<file path="src/logic/stm_defines.svh">
// Register offsets, field positions, reset values and timing counts
`ifndef STM_DEFINES_SVH
`define STM_DEFINES_SVH

// ************************************************************
// Register byte addresses (one aligned word each)
// ************************************************************
`define STM_OFF_CONTROL0     5'h00
`define STM_OFF_CONTROL1     5'h04
`define STM_OFF_COUNT_LOW    5'h08
`define STM_OFF_COUNT_HIGH   5'h0C
`define STM_OFF_CMPA_LOW     5'h10
`define STM_OFF_CMPA_HIGH    5'h14
`define STM_OFF_FLAGS        5'h18

// ************************************************************
// Field positions
// ************************************************************
`define STM_C0_PAUSE_BIT     7
`define STM_C0_CLKSEL_HI     6
`define STM_C0_CLKSEL_LO     4
`define STM_C0_ON_BIT        3
`define STM_C0_PERIOD_HI     2
`define STM_C0_PERIOD_LO     0
`define STM_C1_MODE_HI       7
`define STM_C1_MODE_LO       6
`define STM_C1_PINF_HI       5
`define STM_C1_PINF_LO       4
`define STM_C1_INIT_BIT      3
`define STM_C1_INV_BIT       2
`define STM_C1_SWAP_BIT      1
`define STM_C1_CLR_BIT       0
`define STM_FLAG_A_BIT       0
`define STM_FLAG_P_BIT       1

// ************************************************************
// Reset values and counts
// ************************************************************
`define STM_CONTROL_RESET    8'h00
`define STM_COUNT_MAX        10'h3FF
`define STM_HIGH_DIV         16
`define STM_HIGH_DIV_SLOW    64

`endif

</file>
<file path="src/logic/stm_pkg.sv">
// Types shared by the standard timer
package stm_pkg;

  typedef enum logic [1:0] {
    STM_MODE_COMPARE,
    STM_MODE_CAPTURE,
    STM_MODE_PWM,
    STM_MODE_TIMER
  } stm_mode_type;

  typedef enum logic [1:0] {
    STM_BUS_IDLE,
    STM_BUS_DONE
  } stm_bus_type;

  typedef struct packed {
    logic [7:0]  control0;
    logic [7:0]  control1;
    logic [9:0]  count;
    logic [9:0]  cmpa;
    logic [9:0]  capture;
    logic [7:0]  lowbuf;
    logic        flag_a;
    logic        flag_p;
    logic        capture_flag;
    logic        out_lvl;
    logic        on_prev;
    logic [1:0]  div4;
    logic [5:0]  divh;
    logic [2:0]  ext_sync;
    logic [2:0]  cap_sync;
    logic        sub_prev;
    logic        sub_sync;
    logic        high_prev;
    logic        high_sync;
    logic        pulse_armed;
    stm_bus_type bus;
    logic [31:0] rdata;
    logic        pin;
    logic        pin_n;
  } stm_state_type;

endpackage

</file>
<file path="src/logic/stm_timer.sv">
// Ten-bit standard timer with compare A and period P, Avalon-MM slave
// Operation
// - Ten-bit up-counter driven by the selected clock source.
// - Period comparator checks three bits against counter bits 9..7.
// - Compare A checks all ten counter bits.
// - Counter only changed by software through on-bit rising edge: clears.
// - Counter self-clears on overflow or selected match, raising flags.
// - Pause bit holds counter; clearing it resumes from held value.
// - Clock select picks sys/4, sys, high/16, high/64, sub, pin edges.
// - On bit cleared stops counter and keeps its value.
// - On-bit rising edge returns output to initial level in output modes.
// - Period match is code times 128; code zero means 1024.
// - Mode field: compare, capture, PWM/single-pulse, timer.
// - Timer mode: output controls have no effect, pin function unused.
// - Compare mode A match: none, low, high, toggle.
// - Compare mode low/high requests change pin only when they differ from initial; toggle always changes it.
// - PWM mode pin function: inactive, active, PWM, single pulse.
// - Capture mode trigger: rising, falling, both, disabled.
// - Initial-level bit: initial level, PWM polarity, single-pulse start.
// - Invert bit inverts output pin.
// - Swap bit exchanges period and duty comparators in PWM.
// - Clear select: A match, or P match / overflow when code zero.
// - Clear select ignored in PWM, single-pulse and capture modes.
// - Low bytes pass through a shared buffer latched on high access.
// - With clear select set in compare or timer mode, only the A flag is raised.
//
// The placing of the registers and the Avalon-MM interface to the registers were chosen for this implementation.
`timescale 1ns/1ps
`default_nettype none
`include "stm_defines.svh"

module stm_timer
  import stm_pkg::*;
(
  input  wire logic        core_clk,
  input  wire logic        rst,
  input  wire logic [4:0]  avs_address,
  input  wire logic        avs_read,
  input  wire logic        avs_write,
  input  wire logic [31:0] avs_writedata,
  output var  logic [31:0] avs_readdata,
  output var  logic        avs_waitrequest,
  input  wire logic        high_clock,
  input  wire logic        sub_clock,
  input  wire logic        ext_clock_pin,
  input  wire logic        capture_input_pin,
  output var  logic        timer_output_pin,
  output var  logic        timer_output_pin_inverted
);

  stm_state_type s_q;
  stm_state_type s_d;

  function automatic logic [9:0] stm_join(input logic [1:0] hi,
                                          input logic [7:0] lo);
    stm_join = {hi, lo};
  endfunction

  function automatic logic stm_agree_edge(input logic [2:0] sy,
                                          input logic rising);
    stm_agree_edge = (sy[2] != sy[1]) && (sy[1] == rising);
  endfunction

  // ************************************************************
  // Decoded controls
  // ************************************************************
  logic       pause_ctl;
  logic [2:0] clock_select;
  logic       counter_on;
  logic [2:0] period_code;
  logic [1:0] pin_function_sel;
  logic       out_init_level;
  logic       out_invert;
  logic       duty_period_swap;
  logic       clear_select;
  stm_mode_type mode;

  assign pause_ctl        = s_q.control0[`STM_C0_PAUSE_BIT];
  assign clock_select     = s_q.control0[`STM_C0_CLKSEL_HI:`STM_C0_CLKSEL_LO];
  assign counter_on       = s_q.control0[`STM_C0_ON_BIT];
  assign period_code      = s_q.control0[`STM_C0_PERIOD_HI:`STM_C0_PERIOD_LO];
  assign mode             = stm_mode_type'(
                              s_q.control1[`STM_C1_MODE_HI:`STM_C1_MODE_LO]);
  assign pin_function_sel = s_q.control1[`STM_C1_PINF_HI:`STM_C1_PINF_LO];
  assign out_init_level   = s_q.control1[`STM_C1_INIT_BIT];
  assign out_invert       = s_q.control1[`STM_C1_INV_BIT];
  assign duty_period_swap = s_q.control1[`STM_C1_SWAP_BIT];
  assign clear_select     = s_q.control1[`STM_C1_CLR_BIT];

  logic       tick;
  logic [9:0] count_nx;
  logic       match_a;
  logic       match_p;
  logic       overflow;
  logic       on_rise;
  logic       ext_rise;
  logic       ext_fall;
  logic       cap_rise;
  logic       cap_fall;
  logic       bus_req;
  logic       is_output_mode;

  always_comb begin
    ext_rise = stm_agree_edge(s_q.ext_sync, 1'b1);
    ext_fall = stm_agree_edge(s_q.ext_sync, 1'b0);
    cap_rise = stm_agree_edge(s_q.cap_sync, 1'b1);
    cap_fall = stm_agree_edge(s_q.cap_sync, 1'b0);
    // Clock source mux
    case (clock_select)
      3'h0:    tick = (s_q.div4 == 2'h3);
      3'h1:    tick = 1'b1;
      3'h2:    tick = s_q.high_sync & ~s_q.high_prev &
                      (s_q.divh[3:0] == 4'(`STM_HIGH_DIV - 1));
      3'h3:    tick = s_q.high_sync & ~s_q.high_prev &
                      (s_q.divh == 6'(`STM_HIGH_DIV_SLOW - 1));
      3'h4,
      3'h5:    tick = s_q.sub_sync & ~s_q.sub_prev;
      3'h6:    tick = ext_rise;
      default: tick = ext_fall;
    endcase
    // Judge the value the count edge would load, so the period is
    // exactly the compare value and not one clock longer
    count_nx = s_q.count + 10'h001;
    match_a  = tick && (count_nx == s_q.cmpa);
    match_p  = tick && (period_code != 3'h0) &&
               (count_nx[9:7] == period_code) && (count_nx[6:0] == 7'h00);
    overflow = tick && (s_q.count == `STM_COUNT_MAX);
    on_rise  = counter_on & ~s_q.on_prev;
    bus_req  = (avs_read | avs_write) && (s_q.bus == STM_BUS_IDLE);
    is_output_mode = (mode != STM_MODE_CAPTURE) && (mode != STM_MODE_TIMER);
  end

  // ************************************************************
  // Next-state logic
  // ************************************************************
  logic        run;
  logic        clr;
  logic        dmatch;
  logic        pmatch;
  logic [9:0]  p_end;
  logic        active;
  logic        set_a;
  logic        set_p;
  logic        set_c;

  always_comb begin
    s_d = s_q;
    run = counter_on & ~pause_ctl;
    clr = 1'b0;
    p_end = {period_code, 7'h00};
    active = 1'b0;
    pmatch = 1'b0;
    set_a = 1'b0;
    set_p = 1'b0;
    set_c = 1'b0;

    s_d.ext_sync  = {s_q.ext_sync[1:0], ext_clock_pin};
    s_d.cap_sync  = {s_q.cap_sync[1:0], capture_input_pin};
    s_d.high_sync = high_clock;
    s_d.high_prev = s_q.high_sync;
    s_d.sub_sync  = sub_clock;
    s_d.sub_prev  = s_q.sub_sync;
    s_d.on_prev   = counter_on;
    s_d.div4      = s_q.div4 + 2'h1;
    if (s_q.high_sync && !s_q.high_prev) begin
      s_d.divh = s_q.divh + 6'h01;
    end

    if (run && tick) begin
      s_d.count = s_q.count + 10'h001;
      if (mode == STM_MODE_PWM) begin
        // Period comparator clears, duty comparator sets edge
        pmatch = duty_period_swap ? match_a
                                  : (period_code == 3'h0 ? overflow
                                                         : match_p);
        clr = pmatch;
      end else if (mode == STM_MODE_CAPTURE) begin
        clr = overflow;
      end else if (clear_select) begin
        clr = match_a | overflow;
      end else begin
        clr = (period_code == 3'h0) ? overflow : match_p;
      end
      if (clr) begin
        s_d.count = 10'h000;
      end
      // Flags, set wins over a software clear below
      if (match_a && s_q.cmpa != 10'h000) begin
        set_a      = 1'b1;
        s_d.flag_a = 1'b1;
      end
      if ((match_p || (period_code == 3'h0 && overflow)) &&
          !(clear_select && mode != STM_MODE_PWM &&
            mode != STM_MODE_CAPTURE)) begin
        set_p      = 1'b1;
        s_d.flag_p = 1'b1;
      end
      // Compare-mode pin action
      if (mode == STM_MODE_COMPARE && match_a && s_q.cmpa != 10'h000) begin
        case (pin_function_sel)
          2'h1:    if (out_init_level) s_d.out_lvl = 1'b0;
          2'h2:    if (!out_init_level) s_d.out_lvl = 1'b1;
          2'h3:    s_d.out_lvl = ~s_q.out_lvl;
          default: s_d.out_lvl = s_q.out_lvl;
        endcase
      end
      if (mode == STM_MODE_PWM && pin_function_sel == 2'h3 && match_a) begin
        s_d.pulse_armed = 1'b0;
      end
    end

    // Capture of count on selected edge
    if (mode == STM_MODE_CAPTURE && counter_on) begin
      case (pin_function_sel)
        2'h0:    active = cap_rise;
        2'h1:    active = cap_fall;
        2'h2:    active = cap_rise | cap_fall;
        default: active = 1'b0;
      endcase
      if (active) begin
        s_d.capture      = s_q.count;
        set_c            = 1'b1;
        s_d.capture_flag = 1'b1;
      end
    end

    if (on_rise) begin
      s_d.count       = 10'h000;
      s_d.out_lvl     = out_init_level;
      s_d.pulse_armed = 1'b1;
    end

    // Duty compare in PWM
    dmatch = duty_period_swap
             ? ((period_code == 3'h0) ? 1'b1 : (s_q.count < p_end))
             : (s_q.count < s_q.cmpa);
    active = 1'b0;
    if (mode == STM_MODE_PWM) begin
      case (pin_function_sel)
        2'h0:    active = 1'b0;
        2'h1:    active = 1'b1;
        2'h2:    active = counter_on & dmatch;
        default: active = counter_on & s_q.pulse_armed;
      endcase
    end
    if (mode == STM_MODE_TIMER) begin
      s_d.pin = 1'b0;
    end else if (mode == STM_MODE_PWM) begin
      s_d.pin = (active ~^ out_init_level) ^ out_invert;
    end else begin
      s_d.pin = s_q.out_lvl ^ out_invert;
    end
    s_d.pin_n = ~s_d.pin;

    // ************************************************************
    // Avalon-MM slave: one wait cycle, then answer
    // ************************************************************
    s_d.bus = STM_BUS_IDLE;
    if (bus_req) begin
      s_d.bus   = STM_BUS_DONE;
      s_d.rdata = 32'h0000_0000;
      if (avs_write) begin
        case (avs_address)
          `STM_OFF_CONTROL0: s_d.control0 = avs_writedata[7:0];
          `STM_OFF_CONTROL1: s_d.control1 = avs_writedata[7:0];
          `STM_OFF_CMPA_LOW: s_d.lowbuf = avs_writedata[7:0];
          `STM_OFF_CMPA_HIGH: s_d.cmpa =
            stm_join(avs_writedata[1:0], s_q.lowbuf);
          `STM_OFF_FLAGS: begin
            // Write one to clear; a same-cycle set wins
            if (avs_writedata[`STM_FLAG_A_BIT] && !set_a)
              s_d.flag_a = 1'b0;
            if (avs_writedata[`STM_FLAG_P_BIT] && !set_p)
              s_d.flag_p = 1'b0;
            if (avs_writedata[2] && !set_c)
              s_d.capture_flag = 1'b0;
          end
          default: s_d.rdata = 32'h0000_0000;
        endcase
      end else begin
        case (avs_address)
          `STM_OFF_CONTROL0:   s_d.rdata = {24'h0, s_q.control0};
          `STM_OFF_CONTROL1:   s_d.rdata = {24'h0, s_q.control1};
          `STM_OFF_COUNT_LOW,
          `STM_OFF_CMPA_LOW:   s_d.rdata = {24'h0, s_q.lowbuf};
          `STM_OFF_COUNT_HIGH: begin
            // Capture mode shows the captured value instead
            if (mode == STM_MODE_CAPTURE) begin
              s_d.rdata  = {30'h0, s_q.capture[9:8]};
              s_d.lowbuf = s_q.capture[7:0];
            end else begin
              s_d.rdata  = {30'h0, s_q.count[9:8]};
              s_d.lowbuf = s_q.count[7:0];
            end
          end
          `STM_OFF_CMPA_HIGH: begin
            s_d.rdata  = {30'h0, s_q.cmpa[9:8]};
            s_d.lowbuf = s_q.cmpa[7:0];
          end
          `STM_OFF_FLAGS:
            s_d.rdata = {29'h0, s_q.capture_flag, s_q.flag_p, s_q.flag_a};
          default: s_d.rdata = 32'h0000_0000;
        endcase
      end
    end
  end

  always_ff @(posedge core_clk) begin
    if (rst) begin
      s_q <= '0;
      s_q.pin_n <= 1'b1;
    end else begin
      s_q <= s_d;
    end
  end

  assign avs_readdata              = s_q.rdata;
  assign avs_waitrequest           = (avs_read | avs_write) &&
                                     (s_q.bus == STM_BUS_IDLE);
  assign timer_output_pin          = s_q.pin;
  assign timer_output_pin_inverted = s_q.pin_n;
endmodule  // stm_timer
`default_nettype wire

</file>
<file path="config.mk">
export PLATFORM = sky130hd
export DESIGN_NAME = stm_timer
export DESIGN_NICKNAME = d
export VERILOG_FILES = /design/src/logic/stm_pkg.sv /design/src/logic/stm_timer.sv
export VERILOG_INCLUDE_DIRS = /design/src /design/src/logic
export SDC_FILE = /design/constraint.sdc
export NUM_CORES = 1
export LEC_CHECK = 0
export ABC_CLOCK_PERIOD_IN_PS = 3250
export BUFFER_PORTS_ARGS = -buffer_cell sky130_fd_sc_hd__buf_2
export CORE_AREA = 8 8 112 114
export DETAILED_ROUTE_END_ITERATION = 10
export DIE_AREA = 0 0 120 122
export PLACE_DENSITY_LB_ADDON = 0.25
export SETUP_SLACK_MARGIN = 0.4
export SYNTH_ARGS = -nofsm -noshare
export SYNTH_HDL_FRONTEND = slang
export SYNTH_SLANG_ARGS = --single-unit
</file>
<file path="constraint.sdc">
create_clock -name core_clk -period 3.25 [get_ports core_clk]
set_input_delay 0.1625 -clock core_clk [delete_from_list [all_inputs] [get_ports core_clk]]
set_output_delay 0.1625 -clock core_clk [all_outputs]
set_load 0.05 [all_outputs]
</file>
==> results of run 1 <==
-- cells in the final DEF, fill, tap and decap left out, types with 3 or more instances in the layout --
cell type / count
a211o_1: 3
a211oi_1: 10
a21oi_1: 67
a222oi_1: 7
a22oi_1: 6
a31oi_1: 8
and2_1: 6
and3_1: 10
buf_2: 31
buf_4: 22
clkbuf_8: 9
conb_1: 24
dfxtp_1: 81
dfxtp_2: 5
dfxtp_4: 3
dlygate4sd3_1: 3
ha_1: 17
inv_1: 20
mux2i_1: 22
nand2_1: 68
nand2b_1: 7
nand3_1: 27
nand4_1: 9
nor2_1: 88
nor2b_1: 18
nor3_1: 11
nor3b_1: 4
nor4_1: 6
o211ai_1: 5
o21a_1: 5
o21ai_0: 11
o31ai_1: 4
or3_1: 3
xnor2_1: 10
xor2_1: 8
-- kinds of logic (layout without fill, tap and decap cells) --
group,Yosys count,after routing,synth area share [%]
compound gates,152,152,18.99
xor+xnor,20,20,3.488
fa+ha+maj,18,18,4.300
buf+inv,96,95,9.317
flops,89,89,34.02
mux,22,22,4.204
other cells,1,24,0.07160
simple gates,275,275,25.61
-- per-layer routing --
| layer | share of wire (%) | global-route usage [%] | vias to the layer above |
|---|---|---|---|
| li1 | - | - | 2359 |
| met1 | 44 | 23.51 | 2230 |
| met2 | 45 | 30.53 | 212 |
| met3 | 7.1 | 3.471 | 34 |
| met4 | 3.7 | 10.85 | 0 |
| met5 | 0 | 0 | - |
-- critical path: stages (launching register included) --
cell       delay, ns
dfxtp_4         0.38
and4_2          0.27
and2_1          0.20
nand4_1         0.15
o22ai_1         0.10
a2111oi_0       0.59
a31oi_1         0.26
or4_4           0.61
a32oi_1         0.21
nand2_1         0.06
-- report_power, final --
| group | total (uW) | switching, uW | internal (uW) |
|---|---|---|---|
| registers | 1110 | 10.2 | 1100 |
| clock network | 841 | 463 | 378 |
| logic | 189 | 146 | 43.1 |
| total | 2140 | 619 | 1520 |
-- cell type report --
type / instances / share of cell area, %
Clock buffer: 9 / 2.141
Clock inverter: 7 / 1.622
Inverter: 22 / 1.428
Multi-Input combinational cell: 511 / 54.42
Sequential cell: 89 / 31.11
Tap cell: 140 / 3.028
Timing Repair Buffer: 57 / 6.251
-- through the flow --
step	worst slack, ns	util (%)
finish	0.3090	54.07
global route	0.1213	54.07
CTS	0.3536	53.58
detailed placement	0.2057	50.64
global placement	0.2631	50.64
floorplan	0.3799	-
-- worst paths after layout --
| kind | from | endpoint | depth (start not counted) |
|---|---|---|---|
| setup reg to reg | s_q[91]$_SDFFE_PP0P_ | s_q[91]$_SDFFE_PP0P_ | 9 |
| hold / removal | high_clock | s_d[38]$_SDFF_PP0_ | 2 |
| setup / recovery | s_q[91]$_SDFFE_PP0P_ | s_q[91]$_SDFFE_PP0P_ | 9 |
| hold reg to reg | s_q[53]$_SDFF_PP0_ | s_q[53]$_SDFF_PP0_ | 1 |
-- repair_timing --
item                                    CTS  global route
resized for setup                         7            14
hold buffers                              3             0
buffers inserted                          6             0
hold endpoints to repair                  3             0
pin swaps                                 6             5
endpoints found under the setup margin   11            11
-- flip-flops by register name, summed over array words and instances (netlist names) --
name / flops
s_q: 57
avs_readdata: 8
s_d: 6
clock_select: 3
p_end: 3
mode: 2
pin_function_sel: 2
clear_select: 1
counter_on: 1
duty_period_swap: 1
out_init_level: 1
out_invert: 1
pause_ctl: 1
timer_output_pin: 1
timer_output_pin_inverted: 1
==> summary.txt, run 1 <==
Outcome
  – Status: completed

STA
  – Max Clock Freq: 340.0 MHz
  – Period minus WS final: 2.941 ns
  – Slew of the pin with the lowest slew margin: 0.8135 ns
  – Final hold violation count: 0
  – Clock skew: 0.007267 ns
  – RSZ-0062 raised after global routing: true
  – Max-Slew Margin vs Limit: 45.61%
  – Hold_ws: 0.03243 ns
  – Period Utilization, post-route: 90.49%
  – Setup-failing EPs final: 0
  – Fin Setup TNS: 0 ns
  – Fin. max-slew vios: 0

CTS
  – CTS Sinks: 89
  – Worst-path clk slew: 0.10 ns
  – Clock tree buffer depth: 2
  – CTS tree: done
  – Worst skew pair latency: 0.37 ns
  – CTS root buf: clkbuf_8
  – H-tree depth: 3
  – Num CTS Buffers: 9

Synthesis
  – Asr flop ratio synth: 0%
  – Top cells by count, synth: dfxtp_1, nor2_1, nand2_1, a21oi_1, clkbuf_1
  – Top area cells in the synthesized netlist: dfxtp_1, a21oi_1, nor2_1, nand2_1, buf_4
  – Ys Warns: 0
  – FF+latch count, synth: 89
  – EDFF count, synth: 0
  – Cell variety after synth: 66
  – Sequential share of the synthesized area: 34.02%
  – Synth Area per Inst: 7.782 um2
  – Cell area after synthesis: 5238 um2
  – Post-synth top area share: 34.02%
  – Synth area leader: dfxtp_1
  – Main flop type after synthesis: dfxtp_1
  – Mapped Cells: 673

Global routing
  – First-pass GRT wire length: 22580 um
  – Grt total ovfl: 0
  – Vias in the first global route: 4608
  – Pin count of the biggest net entering global routing: 81
  – Initial antenna violation count: 0
  – All-layer global routing usage: 18.95%

Floorplanning
  – Die H: 122 um
  – IO Count: 80
  – DIE AREA: 14640 um2
  – Starting Density: 48.96%
  – Row Count: 38
  – Die Wd: 120 um
  – Core area: 10700 um2

Layout
  – FF+latch area: 1799 um2
  – Area added between synthesis and finish: 10.44%
  – Area occupied by multi-input gates: 3148 um2
  – Diodes inserted: 0
  – Nets: 753
  – Cell area after layout: 5784 um2
  – Share of cells above drive strength 1: 14.68%
  – Final Non-Filler Cells: 835
  – Fillers: 1011

Placed design
  – Placed Area: 5418 um2
  – Inst Count DP: 810
  – Detailed Place HPWL: 9994 um
  – Port bufs: 31
  – RD Place Congestion: 0.8932

Routing
  – DR WL/cell: 16.57 um
  – Initial DRC count: 350
  – Router iterations before antenna repair: 4
  – Vias per std cell: 5.790
  – Number of remaining DRC errors: 0
  – Final antenna-violating net count: 0
  – Total number of vias: 4835
  – WL final: 13830 um

Power
  – Lkg Pwr: 0.002301 uW
  – Pwr dens: 370.1 nW/um2
  – Total design power: 2141 uW
  – VDD IR max: 364.9 uV

Setup path
  – Setup crit end kind: flip-flop
  – Worst setup SP type: flip-flop
  – CP max FO: 7
  – CP required: 3.51 ns
  – Critical Path AT: 3.20 ns
  – Worst R2R Setup Slack: 0.31 ns
  – Setup CP Type: reg -> reg

Min path
  – Worst Hold Class: in -> reg

Flow run
  – Max-Cap Viols: 0
Note: power is estimated with default switching activity, not from simulation.
==> run 2: changes to the inputs <==
==> constraint.sdc (replaced) <==
create_clock -name core_clk -period 3.25 [get_ports core_clk]
set_input_delay 0.325 -clock core_clk [delete_from_list [all_inputs] [get_ports core_clk]]
set_output_delay 0.325 -clock core_clk [all_outputs]
set_load 0.05 [all_outputs]
==> summary.txt, run 2 (same netlist as run 1, synthesis figures left out) <==
Outcome
  – Status: completed

Floorplanning
  – Die H: 122 um
  – IO Count: 80
  – Core area: 10700 um2
  – Die Wd: 120 um
  – DIE AREA: 14640 um2
  – Starting Density: 48.96%
  – Row Count: 38

STA
  – Final hold violation count: 0
  – Clock skew: 0.009436 ns
  – Final Worst Setup Slack: 0.3068 ns
  – RSZ-0062 raised after global routing: true
  – Setup-failing EPs final: 0
  – Fin. max-slew vios: 0
  – Period Utilization, post-route: 90.56%
  – Max-Slew Margin vs Limit: 46.20%
  – Fin Setup TNS: 0 ns
  – Period minus WS final: 2.943 ns
  – Max Clock Freq: 339.8 MHz
  – Hold_ws: 0.1602 ns
  – Slew of the pin with the lowest slew margin: 0.8040 ns

Layout
  – Share of cells above drive strength 1: 14.76%
  – Max reg flops: 57
  – Leading cell type in the layout, fill and taps excluded: nor2_1
  – Nets: 756
  – Fillers: 995
  – Fin util: 53.75%
  – Final Non-Filler Cells: 838
  – Commonest cells after routing, fill and taps aside: nor2_1, dfxtp_1, nand2_1
  – Most flop-heavy register: s_q
  – Diodes inserted: 0
  – Area added between synthesis and finish: 9.795%

Routing
  – Final antenna-violating net count: 0
  – DR WL/cell: 16.59 um
  – Initial DRC count: 361
  – Vias per std cell: 5.745
  – Number of remaining DRC errors: 0
  – Router iterations before antenna repair: 5
  – Total number of vias: 4814
  – WL final: 13900 um

Placed design
  – Pre-CTS setup slack: 0.2132 ns
  – Inst Count DP: 809
  – Detailed Place HPWL: 9900 um
  – Port bufs: 31
  – RD Place Congestion: 0.8945

Global routing
  – Pin count of the biggest net entering global routing: 81
  – First-pass GRT wire length: 22560 um
  – Grt total ovfl: 0
  – Vias in the first global route: 4497
  – Initial antenna violation count: 0
  – All-layer global routing usage: 18.99%

CTS
  – CTS tree: done
  – Worst-path clk slew: 0.10 ns
  – Worst skew pair latency: 0.37 ns
  – CTS root buf: clkbuf_8
  – CTS Sinks: 89
  – Clock tree buffer depth: 2
  – Post-CTS Hold Buffers: 0
  – Num CTS Buffers: 9
  – H-tree depth: 3

Setup path
  – CP max FO: 6
  – CP top delay family: simple AND/OR/NAND/NOR gates
  – Critical Path AT: 3.21 ns
  – Setup crit end kind: flip-flop
  – Worst stage delay on the critical path: 0.53 ns
  – Crit path max-delay cell type: or4_4
  – WP buf/inv: 0
  – Setup CP Type: reg -> reg
  – Critical path depth in cells: 10
  – Crit-path cells: ha_4 -> nand3_4 -> nor3b_4 -> xnor2_2 -> o211ai_1 -> nor4b_4 -> nand2_2 -> or4_4 -> or4_1 -> o311a_1
  – Worst R2R Path Depth: 10
  – CP required: 3.51 ns
  – Worst setup SP type: flip-flop

Min path
  – Worst Hold Class: in -> reg
  – Hold path depth: 2

Power
  – VDD IR max: 270.8 uV
  – Pwr dens: 357.7 nW/um2
  – Lkg Pwr: 0.002297 uW

Flow run
  – Max-Cap Viols: 0
-- run 2: cell count changes in the layout (fill, tap and decap cells not counted), moves of 2 or more --
cell,before,now
buf_4,22,29
dfxtp_1,81,85
dfxtp_2,5,2
dlygate4sd3_1,3,0
inv_6,2,0
-- run 2: routing by layer --
metal | track usage (%) | up-vias | share of wire [%]
li1 | - | 2354 | -
met1 | 24.27 | 2229 | 45
met2 | 29.90 | 201 | 44
met3 | 4.813 | 30 | 7.7
met4 | 8.119 | 0 | 2.7
met5 | 0 | - | 0
-- run 2: final cells by class --
class                      instances  area, um2  area share (%)
multi-input combinational        511       3131           54.44
tap                              140      175.2           3.046
sequential                        89       1792           31.16
clock buffer                       9      123.9           2.154
timing repair buffer              60      372.9           6.484
inverter                          22      82.58           1.436
clock inverter                     7      73.82           1.284
-- run 2: timing repair --
| item | in CTS | in global routing |
|---|---|---|
| resized for setup | 7 | 5 |
| cloned | 0 | 0 |
| pin swaps | 7 | 8 |
| buffers inserted | 10 | 3 |
| endpoints found under the setup margin | 11 | 12 |
-- run 2: through the flow --
step / power, uW / instance area, um2
global route: 2142 / 5751
finish: 2057 / 5751
floorplan: 1300 / 5365
detailed placement: 1319 / 5410
CTS: 2080 / 5704
global placement: 1316 / 5410
-- run 2: worst paths after layout --
check                  startpoint                    to  slack, ns
max          s_q[88]$_SDFFE_PP0P_  s_q[56]$_SDFFE_PP0P_       0.31
min                     sub_clock    s_d[40]$_SDFF_PP0_       0.16
min reg2reg    s_q[53]$_SDFF_PP0_    s_q[53]$_SDFF_PP0_       0.42
max reg2reg  s_q[88]$_SDFFE_PP0P_  s_q[56]$_SDFFE_PP0P_       0.31
-- run 2: worst reg2reg max path: stages (launching register included) --
cell	delay (ns)
dfxtp_4	0.40
ha_4	0.17
nand3_4	0.10
nor3b_4	0.25
xnor2_2	0.17
o211ai_1	0.17
nor4b_4	0.40
nand2_2	0.11
or4_4	0.53
or4_1	0.40
o311a_1	0.13
-- run 2: report_power, final --
group	internal (uW)	switching (uW)	total (uW)
combinational	40.0	146	186
clock	301	458	759
sequential	1100	10.6	1110
